**config.mk**
```make
export PLATFORM = sky130hd
export DESIGN_NAME = ecl_loader
export DESIGN_NICKNAME = d
export VERILOG_FILES = /design/src/inc/ecl_pkg.sv /design/src/verilog/ecl_loader.sv /design/src/verilog/ecl_sync.sv
export SDC_FILE = /design/constraint.sdc
export NUM_CORES = 1
export LEC_CHECK = 0
export BUFFER_PORTS_ARGS = -buffer_cell sky130_fd_sc_hd__buf_2
export CORE_MARGIN = 4
export CORE_UTILIZATION = 57
export CTS_CLUSTER_DIAMETER = 50
export CTS_CLUSTER_SIZE = 20
export DETAILED_ROUTE_END_ITERATION = 7
export GPL_ROUTABILITY_DRIVEN = 0
export PLACE_DENSITY = 0.81
export SETUP_SLACK_MARGIN = 0.3
export SYNTH_ARGS = -nofsm -noshare
export SYNTH_HDL_FRONTEND = slang
export SYNTH_HIERARCHICAL = 1
export SYNTH_SLANG_ARGS = --single-unit
```
**constraint.sdc**
```tcl
create_clock -name i_clk -period 7.4 [get_ports i_clk]
set_clock_uncertainty 0.1 [all_clocks]
set_input_delay 0.74 -clock i_clk [delete_from_list [all_inputs] [get_ports i_clk]]
set_output_delay 0.74 -clock i_clk [all_outputs]
set_load 0.02 [all_outputs]
```
**src/inc/ecl_pkg.sv**
```systemverilog
// ecl_pkg: constants, types and shared functions of the memory
// interface configuration loader.
// assumes: one 40 MHz clock and a half_cycle_period of one clock period.
package ecl_pkg;

	// ------------------------------------------------------------
	// timing
	// ------------------------------------------------------------
	localparam int CLK_PERIOD_NS = 25;
	localparam int HALF_CYCLE_NS = 25;
	localparam int HALF_CYCLE_CYC = (HALF_CYCLE_NS + CLK_PERIOD_NS - 1) / CLK_PERIOD_NS;
	localparam logic [3:0] TM_DIV_LAST = 4'(HALF_CYCLE_CYC - 1);

	// ------------------------------------------------------------
	// internal scan, counted in reference_clock_period units
	// ------------------------------------------------------------
	localparam logic [7:0] WIN_LEN = 8'h90;
	localparam logic [7:0] SCAN_OFS = 8'h28;
	localparam logic [7:0] SCAN_LEN = 8'h40;
	localparam logic [7:0] SCAN_END = SCAN_OFS + SCAN_LEN;
	localparam logic [4:0] SEL_LAST_VALID = 5'h0F;
	localparam logic [4:0] SEL_TOP_LINE = 5'h1F;
	localparam logic [4:0] SEL_STATIC_A = 5'h08;
	localparam logic [4:0] SEL_STATIC_B = 5'h09;

	// ------------------------------------------------------------
	// external scan
	// ------------------------------------------------------------
	localparam logic [5:0] EXT_LAST = 6'h23;
	localparam logic [31:0] EXT_BASE = 32'h7FFFFF6C;
	localparam logic [1:0] TM_LAST = 2'h3;
	localparam logic [2:0] T4_IDX = 3'h3;
	localparam logic [2:0] T5_IDX = 3'h4;
	localparam logic [2:0] T6_IDX = 3'h5;
	localparam logic [3:0] WAIT_MAX_REF = 4'hE;
	localparam logic [7:0] REFRESH_IVAL = 8'h48;
	localparam logic [31:0] REF_IVAL_TABLE = {8'h48, 8'h36, 8'h24, 8'h12};
	localparam logic [17:0] LENS_ALL_FOUR = 18'h24924;

	// ------------------------------------------------------------
	// register map (byte offsets) and fields
	// ------------------------------------------------------------
	localparam logic [11:0] REG_CTRL = 12'h000;
	localparam logic [11:0] REG_STATUS = 12'h004;
	localparam logic [11:0] REG_TIMING = 12'h008;
	localparam logic [11:0] REG_STROBE = 12'h00C;
	localparam logic [11:0] REG_REFRESH = 12'h010;
	localparam int CTRL_WAIT_LIMIT_BIT = 0;
	localparam logic CTRL_WAIT_LIMIT_RST = 1'h1;

	// ------------------------------------------------------------
	// types
	// ------------------------------------------------------------
	typedef enum logic [1:0] {ST_WIN = 2'h0, ST_EXT = 2'h1, ST_DONE = 2'h3} ecl_state_t;
	typedef enum logic [1:0] {
		PH_STATE = 2'h0,
		PH_WAIT = 2'h1,
		PH_ALIGN = 2'h3,
		PH_EDGE = 2'h2
	} ecl_phase_t;

	// ------------------------------------------------------------
	// functions
	// ------------------------------------------------------------
	// packs {extra periods T6..T1, coefs s4..s1, late write, refresh}
	function automatic logic [33:0] mk(input int a, b, c, d, e, f, s1, s2, s3, s4,
		input logic lw, rf);
		mk = {2'(f - 1), 2'(e - 1), 2'(d - 1), 2'(c - 1), 2'(b - 1), 2'(a - 1),
			5'(s4), 5'(s3), 5'(s2), 5'(s1), lw, rf};
	endfunction

	localparam logic [33:0] PRESET_DEFAULT = mk(4, 4, 4, 4, 4, 4, 31, 30, 30, 18, 1'b1, 1'b1);

	function automatic logic [17:0] to_lens(input logic [11:0] x);
		logic [17:0] l;
		l = '0;
		for (int i = 0; i < 6; i++)
		begin
			l[3 * i +: 3] = {1'b0, x[2 * i +: 2]} + 3'h1;
		end
		return l;
	endfunction

	function automatic logic [3:0] cycles(input logic [17:0] l);
		int s;
		s = 1;
		for (int i = 0; i < 6; i++)
		begin
			s = s + int'(l[3 * i +: 3]);
		end
		return 4'(s / 2);
	endfunction

endpackage

```
**src/verilog/ecl_loader.sv**
```systemverilog
// ecl_loader: post-reset loader of the external memory interface setup.
// assumes: APB master on i_clk; reference clock, cfg_serial_in and
// wait_request arrive asynchronously on pins.
//
// Behaviour
// - after reset, sample config input in an internal then external scan.
// - internal scan spans 64 reference periods inside a 144-period window.
// - all lines start high; from data line 0, each falls two periods apart.
// - input following a scan line selects that line's preset.
// - default preset is the top address line one, also when input tied high.
// - only 17 selections are valid; anything else keeps the default.
// - a preset gives six state lengths, four coefficients, write type, refresh.
// - presets of address lines eight and nine carry no refresh interval.
// - input low until data line 0 falls requests an external configuration.
// - external scan always runs; its result is dropped after a valid preset.
// - external scan is 36 default-timed reads, one config bit each.
// - external reads address fixed words near the top of memory.
// - first twelve bits form six 2-bit extra-period fields, LSB first.
// - next twenty bits form four 5-bit strobe fields of 0 to 31.
// - then refresh interval and enable; last bit selects late write.
// - an all-low external scan gives maximum settings, refresh 72, late write.
// - an extra period after state six aligns state one to a clock rise.
// - after wait states, state five is aligned to a rising processor clock.
//
// The address map and the APB register port were chosen for this implementation.
`timescale 1ns/1ps
module ecl_loader
	import ecl_pkg::*;
(
	input wire logic i_clk, // 40 MHz system clock
	input wire logic i_rst, // synchronous reset, high
	input wire logic i_ref_clk, // reference clock pin
	input wire logic i_cfg_serial_in, // configuration input pin
	input wire logic i_wait_request, // wait pin from memory
	input wire logic i_psel, // APB select
	input wire logic i_penable, // APB enable
	input wire logic i_pwrite, // APB write
	input wire logic [11:0] i_paddr, // APB byte address
	input wire logic [31:0] i_pwdata, // APB write data
	output logic [31:0] o_prdata, // APB read data
	output logic o_pready, // APB ready
	output logic o_pslverr, // APB error
	output logic [31:0] o_addr_data_lines, // scan line levels, then external read addresses
	output logic o_addr_data_oe, // drive enable of the lines
	output logic o_processor_clock_out, // processor clock
	output logic [17:0] o_state_lens, // six 3-bit state lengths, first at 0
	output logic [19:0] o_strobe_coefs, // four 5-bit coefficients
	output logic o_late_write, // late write selected
	output logic o_refresh_en, // refresh enabled
	output logic [7:0] o_refresh_ival, // refresh interval, reference cycles
	output logic [3:0] o_proc_cycles, // processor cycles per access
	output logic o_cfg_done // configuration loaded
);

	// ------------------------------------------------------------
	// pin synchronisers
	// ------------------------------------------------------------
	logic ref_tick;
	logic cfg_s;
	logic wait_s;

	ecl_sync u_ref_sync (.i_clk(i_clk), .i_rst(i_rst), .i_async(i_ref_clk),
		.o_level(), .o_rise(ref_tick));
	ecl_sync u_cfg_sync (.i_clk(i_clk), .i_rst(i_rst), .i_async(i_cfg_serial_in),
		.o_level(cfg_s), .o_rise());
	ecl_sync u_wait_sync (.i_clk(i_clk), .i_rst(i_rst), .i_async(i_wait_request),
		.o_level(wait_s), .o_rise());

	// ------------------------------------------------------------
	// state
	// ------------------------------------------------------------
	ecl_state_t st;
	ecl_state_t next_st;
	ecl_phase_t phase;
	ecl_phase_t next_phase;
	logic [7:0] win_cnt;
	logic [3:0] tm_div;
	logic pclk;
	logic pre_low;
	logic found;
	logic [4:0] sel;
	logic int_valid;
	logic ext_req;
	logic ext_used;
	logic [2:0] tidx;
	logic [2:0] next_tidx;
	logic [1:0] tcnt;
	logic [1:0] next_tcnt;
	logic [5:0] word;
	logic [3:0] wref;
	logic [35:0] ext_bits;
	logic wait_limit_en;
	logic [31:0] lines_val;
	logic [31:0] low_mask;

	// ------------------------------------------------------------
	// preset table
	// ------------------------------------------------------------
	function automatic logic [33:0] preset(input logic [4:0] k);
		case (k)
			5'h00: preset = mk(1, 1, 1, 1, 1, 1, 30, 1, 3, 5, 1'b1, 1'b1);
			5'h01: preset = mk(1, 2, 1, 1, 1, 2, 30, 1, 2, 7, 1'b1, 1'b1);
			5'h02: preset = mk(1, 2, 1, 1, 2, 3, 30, 1, 2, 7, 1'b1, 1'b1);
			5'h03: preset = mk(2, 3, 1, 1, 2, 3, 30, 1, 3, 8, 1'b1, 1'b1);
			5'h04: preset = mk(1, 1, 1, 1, 1, 1, 3, 1, 2, 3, 1'b0, 1'b1);
			5'h05: preset = mk(1, 1, 2, 1, 2, 1, 5, 1, 2, 3, 1'b0, 1'b1);
			5'h06: preset = mk(2, 1, 2, 1, 3, 1, 6, 1, 2, 3, 1'b0, 1'b1);
			5'h07: preset = mk(2, 2, 2, 1, 3, 2, 7, 1, 3, 4, 1'b0, 1'b1);
			5'h08: preset = mk(1, 1, 1, 1, 1, 1, 30, 1, 2, 3, 1'b0, 1'b0);
			5'h09: preset = mk(1, 1, 2, 1, 2, 1, 30, 2, 5, 9, 1'b0, 1'b0);
			5'h0A: preset = mk(2, 2, 2, 2, 4, 2, 30, 2, 3, 8, 1'b1, 1'b1);
			5'h0B: preset = mk(3, 3, 3, 3, 3, 3, 30, 2, 4, 13, 1'b1, 1'b1);
			5'h0C: preset = mk(1, 1, 2, 1, 2, 1, 4, 1, 2, 3, 1'b0, 1'b1);
			5'h0D: preset = mk(2, 1, 2, 1, 2, 2, 5, 1, 2, 3, 1'b0, 1'b1);
			5'h0E: preset = mk(2, 2, 2, 1, 3, 2, 6, 1, 3, 4, 1'b0, 1'b1);
			5'h0F: preset = mk(2, 1, 2, 3, 3, 3, 8, 1, 2, 3, 1'b0, 1'b1);
			default: preset = PRESET_DEFAULT;
		endcase
	endfunction

	// ------------------------------------------------------------
	// processor clock and half-cycle tick
	// ------------------------------------------------------------
	wire tm_tick = (tm_div == TM_DIV_LAST);

	always_ff @(posedge i_clk)
	begin
		if (i_rst)
		begin
			tm_div <= 4'h0;
			pclk <= 1'b0;
		end
		else
		begin
			tm_div <= tm_tick ? 4'h0 : tm_div + 4'h1;
			pclk <= pclk ^ tm_tick;
		end
	end

	// ------------------------------------------------------------
	// internal scan window
	// ------------------------------------------------------------
	wire in_win = (st == ST_WIN);
	wire [7:0] rel = win_cnt - SCAN_OFS;
	wire pre_hit = in_win && ref_tick && (win_cnt == SCAN_OFS);
	wire line_hit = in_win && ref_tick && (win_cnt > SCAN_OFS) && (win_cnt < SCAN_END) && rel[0];
	wire sel_ok = (sel <= SEL_LAST_VALID) || (sel == SEL_TOP_LINE);
	wire int_ok = !pre_low && found && sel_ok;
	wire win_done = in_win && (win_cnt == WIN_LEN) && tm_tick && !pclk;

	always_comb
	begin
		for (int k = 0; k < 32; k++)
		begin
			low_mask[k] = (win_cnt >= SCAN_OFS + 8'(2 * k + 1));
		end
	end

	always_ff @(posedge i_clk)
	begin
		if (i_rst)
		begin
			win_cnt <= 8'h00;
			pre_low <= 1'b0;
			found <= 1'b0;
			sel <= SEL_TOP_LINE;
		end
		else
		begin
			if (in_win && ref_tick && win_cnt != WIN_LEN)
			begin
				win_cnt <= win_cnt + 8'h01;
			end
			if (pre_hit)
			begin
				pre_low <= !cfg_s;
			end
			if (line_hit && !found && !pre_low && !cfg_s)
			begin
				found <= 1'b1;
				sel <= rel[5:1];
			end
		end
	end

	// ------------------------------------------------------------
	// external scan read cycles
	// ------------------------------------------------------------
	wire in_ext = (st == ST_EXT) && tm_tick;
	wire state_end = (phase == PH_STATE) && (tcnt == TM_LAST);
	wire limit_hit = wait_limit_en && (wref == WAIT_MAX_REF);
	wire leave_wait = (phase == PH_WAIT) && (!wait_s || limit_hit);
	wire cyc_end = in_ext && ((state_end && tidx == T6_IDX && !pclk) || phase == PH_EDGE);
	wire fin = cyc_end && (word == EXT_LAST);
	wire capture = in_ext && state_end && (tidx == T5_IDX);

	always_comb
	begin
		next_phase = phase;
		next_tidx = tidx;
		next_tcnt = tcnt;
		if (cyc_end)
		begin
			next_phase = PH_STATE;
			next_tidx = 3'h0;
			next_tcnt = 2'h0;
		end
		else if (in_ext)
		begin
			case (phase)
				PH_STATE:
				begin
					next_tcnt = tcnt + 2'h1;
					if (state_end && tidx == T4_IDX && wait_s)
					begin
						next_phase = PH_WAIT;
					end
					else if (state_end && tidx == T6_IDX)
					begin
						next_phase = PH_EDGE;
					end
					else if (state_end)
					begin
						next_tidx = tidx + 3'h1;
					end
				end
				PH_WAIT:
				begin
					if (leave_wait && pclk)
					begin
						next_phase = PH_ALIGN;
					end
					else if (leave_wait)
					begin
						next_phase = PH_STATE;
						next_tidx = T5_IDX;
					end
				end
				PH_ALIGN:
				begin
					next_phase = PH_STATE;
					next_tidx = T5_IDX;
				end
				default:
				begin
					next_phase = PH_STATE;
				end
			endcase
		end
	end

	always_ff @(posedge i_clk)
	begin
		if (i_rst)
		begin
			phase <= PH_STATE;
			tidx <= 3'h0;
			tcnt <= 2'h0;
			word <= 6'h00;
			wref <= 4'h0;
			ext_bits <= 36'h0;
		end
		else
		begin
			phase <= next_phase;
			tidx <= next_tidx;
			tcnt <= next_tcnt;
			if (cyc_end && !fin)
			begin
				word <= word + 6'h01;
			end
			if (phase != PH_WAIT)
			begin
				wref <= 4'h0;
			end
			else if (ref_tick && wref != WAIT_MAX_REF)
			begin
				wref <= wref + 4'h1;
			end
			if (capture)
			begin
				ext_bits[word] <= !cfg_s;
			end
		end
	end

	// ------------------------------------------------------------
	// sequence and configuration load
	// ------------------------------------------------------------
	always_comb
	begin
		next_st = st;
		case (st)
			ST_WIN: next_st = win_done ? ST_EXT : ST_WIN;
			ST_EXT: next_st = fin ? ST_DONE : ST_EXT;
			ST_DONE: next_st = ST_DONE;
			default: next_st = ST_WIN;
		endcase
	end

	wire load_ext = fin && ext_req;
	wire [33:0] int_pick = int_ok ? preset(sel) : PRESET_DEFAULT;
	// bit order follows the scan: fields LSB first, late write last
	wire [33:0] ext_pick = {ext_bits[11:0], ext_bits[31:12], ext_bits[35], ext_bits[34]};
	wire [7:0] ext_ival = REF_IVAL_TABLE[8 * ext_bits[33:32] +: 8];
	wire [33:0] pick = load_ext ? ext_pick : int_pick;
	wire [7:0] pick_ival = !pick[0] ? 8'h00 : (load_ext ? ext_ival : REFRESH_IVAL);
	wire [17:0] pick_lens = to_lens(pick[33:22]);

	always_ff @(posedge i_clk)
	begin
		if (i_rst)
		begin
			st <= ST_WIN;
			int_valid <= 1'b0;
			ext_req <= 1'b0;
			ext_used <= 1'b0;
		end
		else
		begin
			st <= next_st;
			if (win_done)
			begin
				int_valid <= int_ok;
				ext_req <= pre_low;
			end
			ext_used <= ext_used || load_ext;
		end
	end

	always_ff @(posedge i_clk)
	begin
		if (i_rst)
		begin
			o_state_lens <= LENS_ALL_FOUR;
			o_strobe_coefs <= PRESET_DEFAULT[21:2];
			o_late_write <= PRESET_DEFAULT[1];
			o_refresh_en <= PRESET_DEFAULT[0];
			o_refresh_ival <= REFRESH_IVAL;
			o_proc_cycles <= cycles(LENS_ALL_FOUR);
		end
		else if (win_done || load_ext)
		begin
			o_state_lens <= pick_lens;
			o_strobe_coefs <= pick[21:2];
			o_late_write <= pick[1];
			o_refresh_en <= pick[0];
			o_refresh_ival <= pick_ival;
			o_proc_cycles <= cycles(pick_lens);
		end
	end

	// ------------------------------------------------------------
	// bus lines
	// ------------------------------------------------------------
	wire ext_addr_on = (st == ST_EXT) && (phase == PH_STATE) && (tidx <= 3'h1);
	wire [31:0] ext_addr = EXT_BASE + {24'h0, word, 2'h0};
	assign lines_val = in_win ? ~low_mask : (ext_addr_on ? ext_addr : 32'h0);

	always_ff @(posedge i_clk)
	begin
		if (i_rst)
		begin
			o_addr_data_lines <= 32'h0;
			o_addr_data_oe <= 1'b0;
		end
		else
		begin
			o_addr_data_lines <= lines_val;
			o_addr_data_oe <= (in_win && win_cnt < SCAN_END) || ext_addr_on;
		end
	end

	assign o_processor_clock_out = pclk;
	assign o_cfg_done = (st == ST_DONE);

	// ------------------------------------------------------------
	// APB slave
	// ------------------------------------------------------------
	wire hit_ctrl = (i_paddr == REG_CTRL);
	wire hit_status = (i_paddr == REG_STATUS);
	wire hit_timing = (i_paddr == REG_TIMING);
	wire hit_strobe = (i_paddr == REG_STROBE);
	wire hit_refresh = (i_paddr == REG_REFRESH);
	wire mapped = hit_ctrl || hit_status || hit_timing || hit_strobe || hit_refresh;
	wire [31:0] rd_status = {19'h0, sel, 4'h0, ext_req, ext_used, int_valid, o_cfg_done};
	wire [31:0] rd_timing = {4'h0, o_proc_cycles, 3'h0, o_late_write, 2'h0, o_state_lens};
	wire [31:0] rd_val = hit_ctrl ? {31'h0, wait_limit_en} :
		hit_status ? rd_status :
		hit_timing ? rd_timing :
		hit_strobe ? {12'h0, o_strobe_coefs} :
		hit_refresh ? {23'h0, o_refresh_en, o_refresh_ival} : 32'h0;

	assign o_pready = 1'b1;
	assign o_pslverr = i_psel && i_penable && !mapped;

	always_ff @(posedge i_clk)
	begin
		if (i_rst)
		begin
			o_prdata <= 32'h0;
			wait_limit_en <= CTRL_WAIT_LIMIT_RST;
		end
		else
		begin
			if (i_psel && !i_penable && !i_pwrite)
			begin
				o_prdata <= rd_val;
			end
			if (i_psel && i_penable && i_pwrite && hit_ctrl)
			begin
				wait_limit_en <= i_pwdata[CTRL_WAIT_LIMIT_BIT];
			end
		end
	end
endmodule // ecl_loader

```
**src/verilog/ecl_sync.sv**
```systemverilog
// ecl_sync: three-flop synchroniser with agreement filter for one pin.
// assumes: the pin is asynchronous to i_clk; the output settles once the
// second and third flops agree.
`timescale 1ns/1ps
module ecl_sync
(
	input wire logic i_clk, // system clock
	input wire logic i_rst, // synchronous reset, high
	input wire logic i_async, // asynchronous pin
	output logic o_level, // filtered level
	output logic o_rise // one-cycle pulse on a filtered rise
);

	logic s1;
	logic s2;
	logic s3;
	wire agree = (s2 == s3);

	always_ff @(posedge i_clk)
	begin
		if (i_rst)
		begin
			s1 <= 1'b0;
			s2 <= 1'b0;
			s3 <= 1'b0;
			o_level <= 1'b0;
			o_rise <= 1'b0;
		end
		else
		begin
			s1 <= i_async;
			s2 <= s1;
			s3 <= s2;
			if (agree)
			begin
				o_level <= s3;
			end
			o_rise <= agree && s3 && !o_level;
		end
	end

endmodule // ecl_sync

```
==> impl_metrics.tcl <==
set metrics [dict create \
    hold_depth 2 \
    r2r_cells 20 \
    syn_area_per_cell_um2 8.60 \
    totalWireLength_um 27800 \
    hold_end "u_cfg_sync/s1$_SDFF_PP0_" \
    grt_usage_pct 26.5 \
    finalSetupViolCount 0 \
    cts_resized 0 \
    cts.reportedPaths.clkPinSlew_ns 0.07 \
    busiest_layer "met2" \
    worstSetupEndpointType "flop" \
    h-tree-depth 1 \
    dp_worst_setup_slack_ns 1.62 \
    seqPwrFrac_pct 49.0 \
    power.share.clock_pct 47.9 \
    peakVddDrop_uv 221 \
    max_freq_mhz 172 \
    r2r_setup_slack_ns 1.58 \
    worstMarginPinSlew_ns 1.04 \
    cts_buffer_depth 3 \
    viasPerCell 6.03 \
    die_y_um 143 \
    hold_viol_final 0 \
    cts_buffers 22 \
    min_period_ns 5.82 \
    power_switching_mw 0.614 \
    rr_endpoint "o_proc_cycles[3]$_SDFFE_PP1P_" \
    synthCells 1205 \
    grt_pass1_vias 8523 \
    clock_sinks 224 \
    cts-root-buf "clkbuf_16" \
    fin_crit_sh_pct 78.6 \
    ant_nets 0 \
    critPathKind "reg -> reg" \
    antenna_found_initial 0 \
    hold_start "i_cfg_serial_in" \
    insertedDiodeCount 0 \
    power.density_mw_per_mm2 213 \
    status "finished, final reports clean" \
    syn_area_mm2 0.0104 \
    fp.coreArea_mm2 0.0179 \
    p_int_mw 1.88 \
    clock_latency_ns 0.52 \
    path_max_fanout 18 \
    vias 9204 \
    gr-usage-met1_pct 35.4 \
    drtIter0Drc 1066 \
    post_cts_buffers 0 \
    rsz0062_at_grt "false" \
    arrival_ns 6.10 \
    ys.warnings.count 6 \
    p_comb_share_pct 3.2 \
    nNetsFinal 1380 \
    cp-start-kind "flop" \
    cts_tree "yes" \
    min_path_type "in -> reg" \
    drive_above_1_share_pct 16.3 \
    detail_route.wl_per_cell_um 18.2 \
    grt_pass1_wl_um 44100 \
    max-cap-violations 0 \
    area_growth_pct 13.1 \
    slew_viol_final 0 \
    start_util_pct 57.9 \
    io_pins 173 \
    dieArea_mm2 0.0204 \
    num_rows 49 \
    grt_overflow_total 0 \
    dp_hpwl_um 19100 \
    switching_share_pct 24.6 \
    cts_hold_buf 0 \
    tns_ns 0 \
    cellLeakagePower_nw 4.86 \
    r2r_start "tm_div[0]$_SDFF_PP0_" \
    use_met2_pct 42.7 \
    fp.dieW_um 143 \
    use_met3_pct 4.76 \
    setup_ws_ns 1.58 \
    required_ns 7.68 \
    port_buffers 131 \
    drc_errors 0 \
    firstDrtPassIters 7 \
    relSlewSlack_pct 29.9 \
    grt_max_degree 87 \
]
-- area by class of cell --
class                      instances  area [µm²]
fill                            1452        6180
tap                              229         287
clock inverter                    17         216
inverter                          48         185
multi-input combinational        844        5240
timing repair buffer             141         733
clock buffer                      23         576
sequential                       224        4480
-- how the worst max path moves through the flow --
| stage | start | to | depth (start not counted) |
|---|---|---|---|
| after floorplan | tm_div[0]$_SDFF_PP0_ | o_proc_cycles[3]$_SDFFE_PP1P_ | 23 |
| after global placement | tm_div[0]$_SDFF_PP0_ | o_proc_cycles[3]$_SDFFE_PP1P_ | 20 |
| after detailed placement | tm_div[0]$_SDFF_PP0_ | o_proc_cycles[3]$_SDFFE_PP1P_ | 20 |
| after CTS | tm_div[0]$_SDFF_PP0_ | o_proc_cycles[3]$_SDFFE_PP1P_ | 20 |
| after global routing | tm_div[0]$_SDFF_PP0_ | o_proc_cycles[3]$_SDFFE_PP1P_ | 20 |
| final | tm_div[0]$_SDFF_PP0_ | o_proc_cycles[3]$_SDFFE_PP1P_ | 20 |
-- critical path, cell delays in order (launching register included) --
cell,delay (ns)
dfxtp_1,0.34
inv_1,0.07
ha_1,0.17
or3b_1,0.52
a2111oi_4,0.53
and3_1,0.54
buf_4,0.31
nor3_1,0.08
nor2_1,0.30
ha_1,0.20
inv_1,0.07
fa_1,0.51
inv_1,0.05
fa_1,0.47
inv_1,0.05
fa_1,0.52
inv_1,0.04
ha_1,0.19
fa_1,0.37
xor2_1,0.16
o211ai_1,0.09
-- routing by layer --
metal  part of all wire, %  wire length (µm)
met5                     0                 0
met1                    40             11200
met3                   8.9              2480
met2                    47             13000
met4                   4.0              1110
-- placed cells by master, fill, tap and decap left out, types with 28 or more instances in the layout --
cell type,n
dfxtp_1,224
ha_1,36
a21oi_1,101
o21ai_0,43
buf_2,130
nor3_1,41
nor2_1,153
a311oi_1,28
nand2_1,134
inv_1,46
-- per-stage QoR --
step | instances | total power, mW | util (%) | cell area [µm²] | hold slack (ns)
final | 1526 | 2.49 | 65.5 | 11700 | 0.336
after global placement | 1486 | 1.33 | 61.0 | 10900 | 0.316
after CTS | 1526 | 2.50 | 65.5 | 11700 | 0.327
after detailed placement | 1486 | 1.33 | 61.0 | 10900 | 0.329
after global routing | 1526 | 2.56 | 65.5 | 11700 | 0.339
after floorplan | 1213 | 1.31 | - | 10400 | 0.308
-- power by group through the flow --
stage	registers (mW)	clock network, mW	logic, mW
6_report	1.22	1.19	0.0795
3_5_place_dp	1.25	0	0.0787
5_1_grt	1.22	1.25	0.0859
4_1_cts	1.22	1.20	0.0791
2_1_floorplan	1.26	0	0.0439
3_3_place_gp	1.25	0	0.0775
No activity file was read; power rests on OpenSTA's default activity.
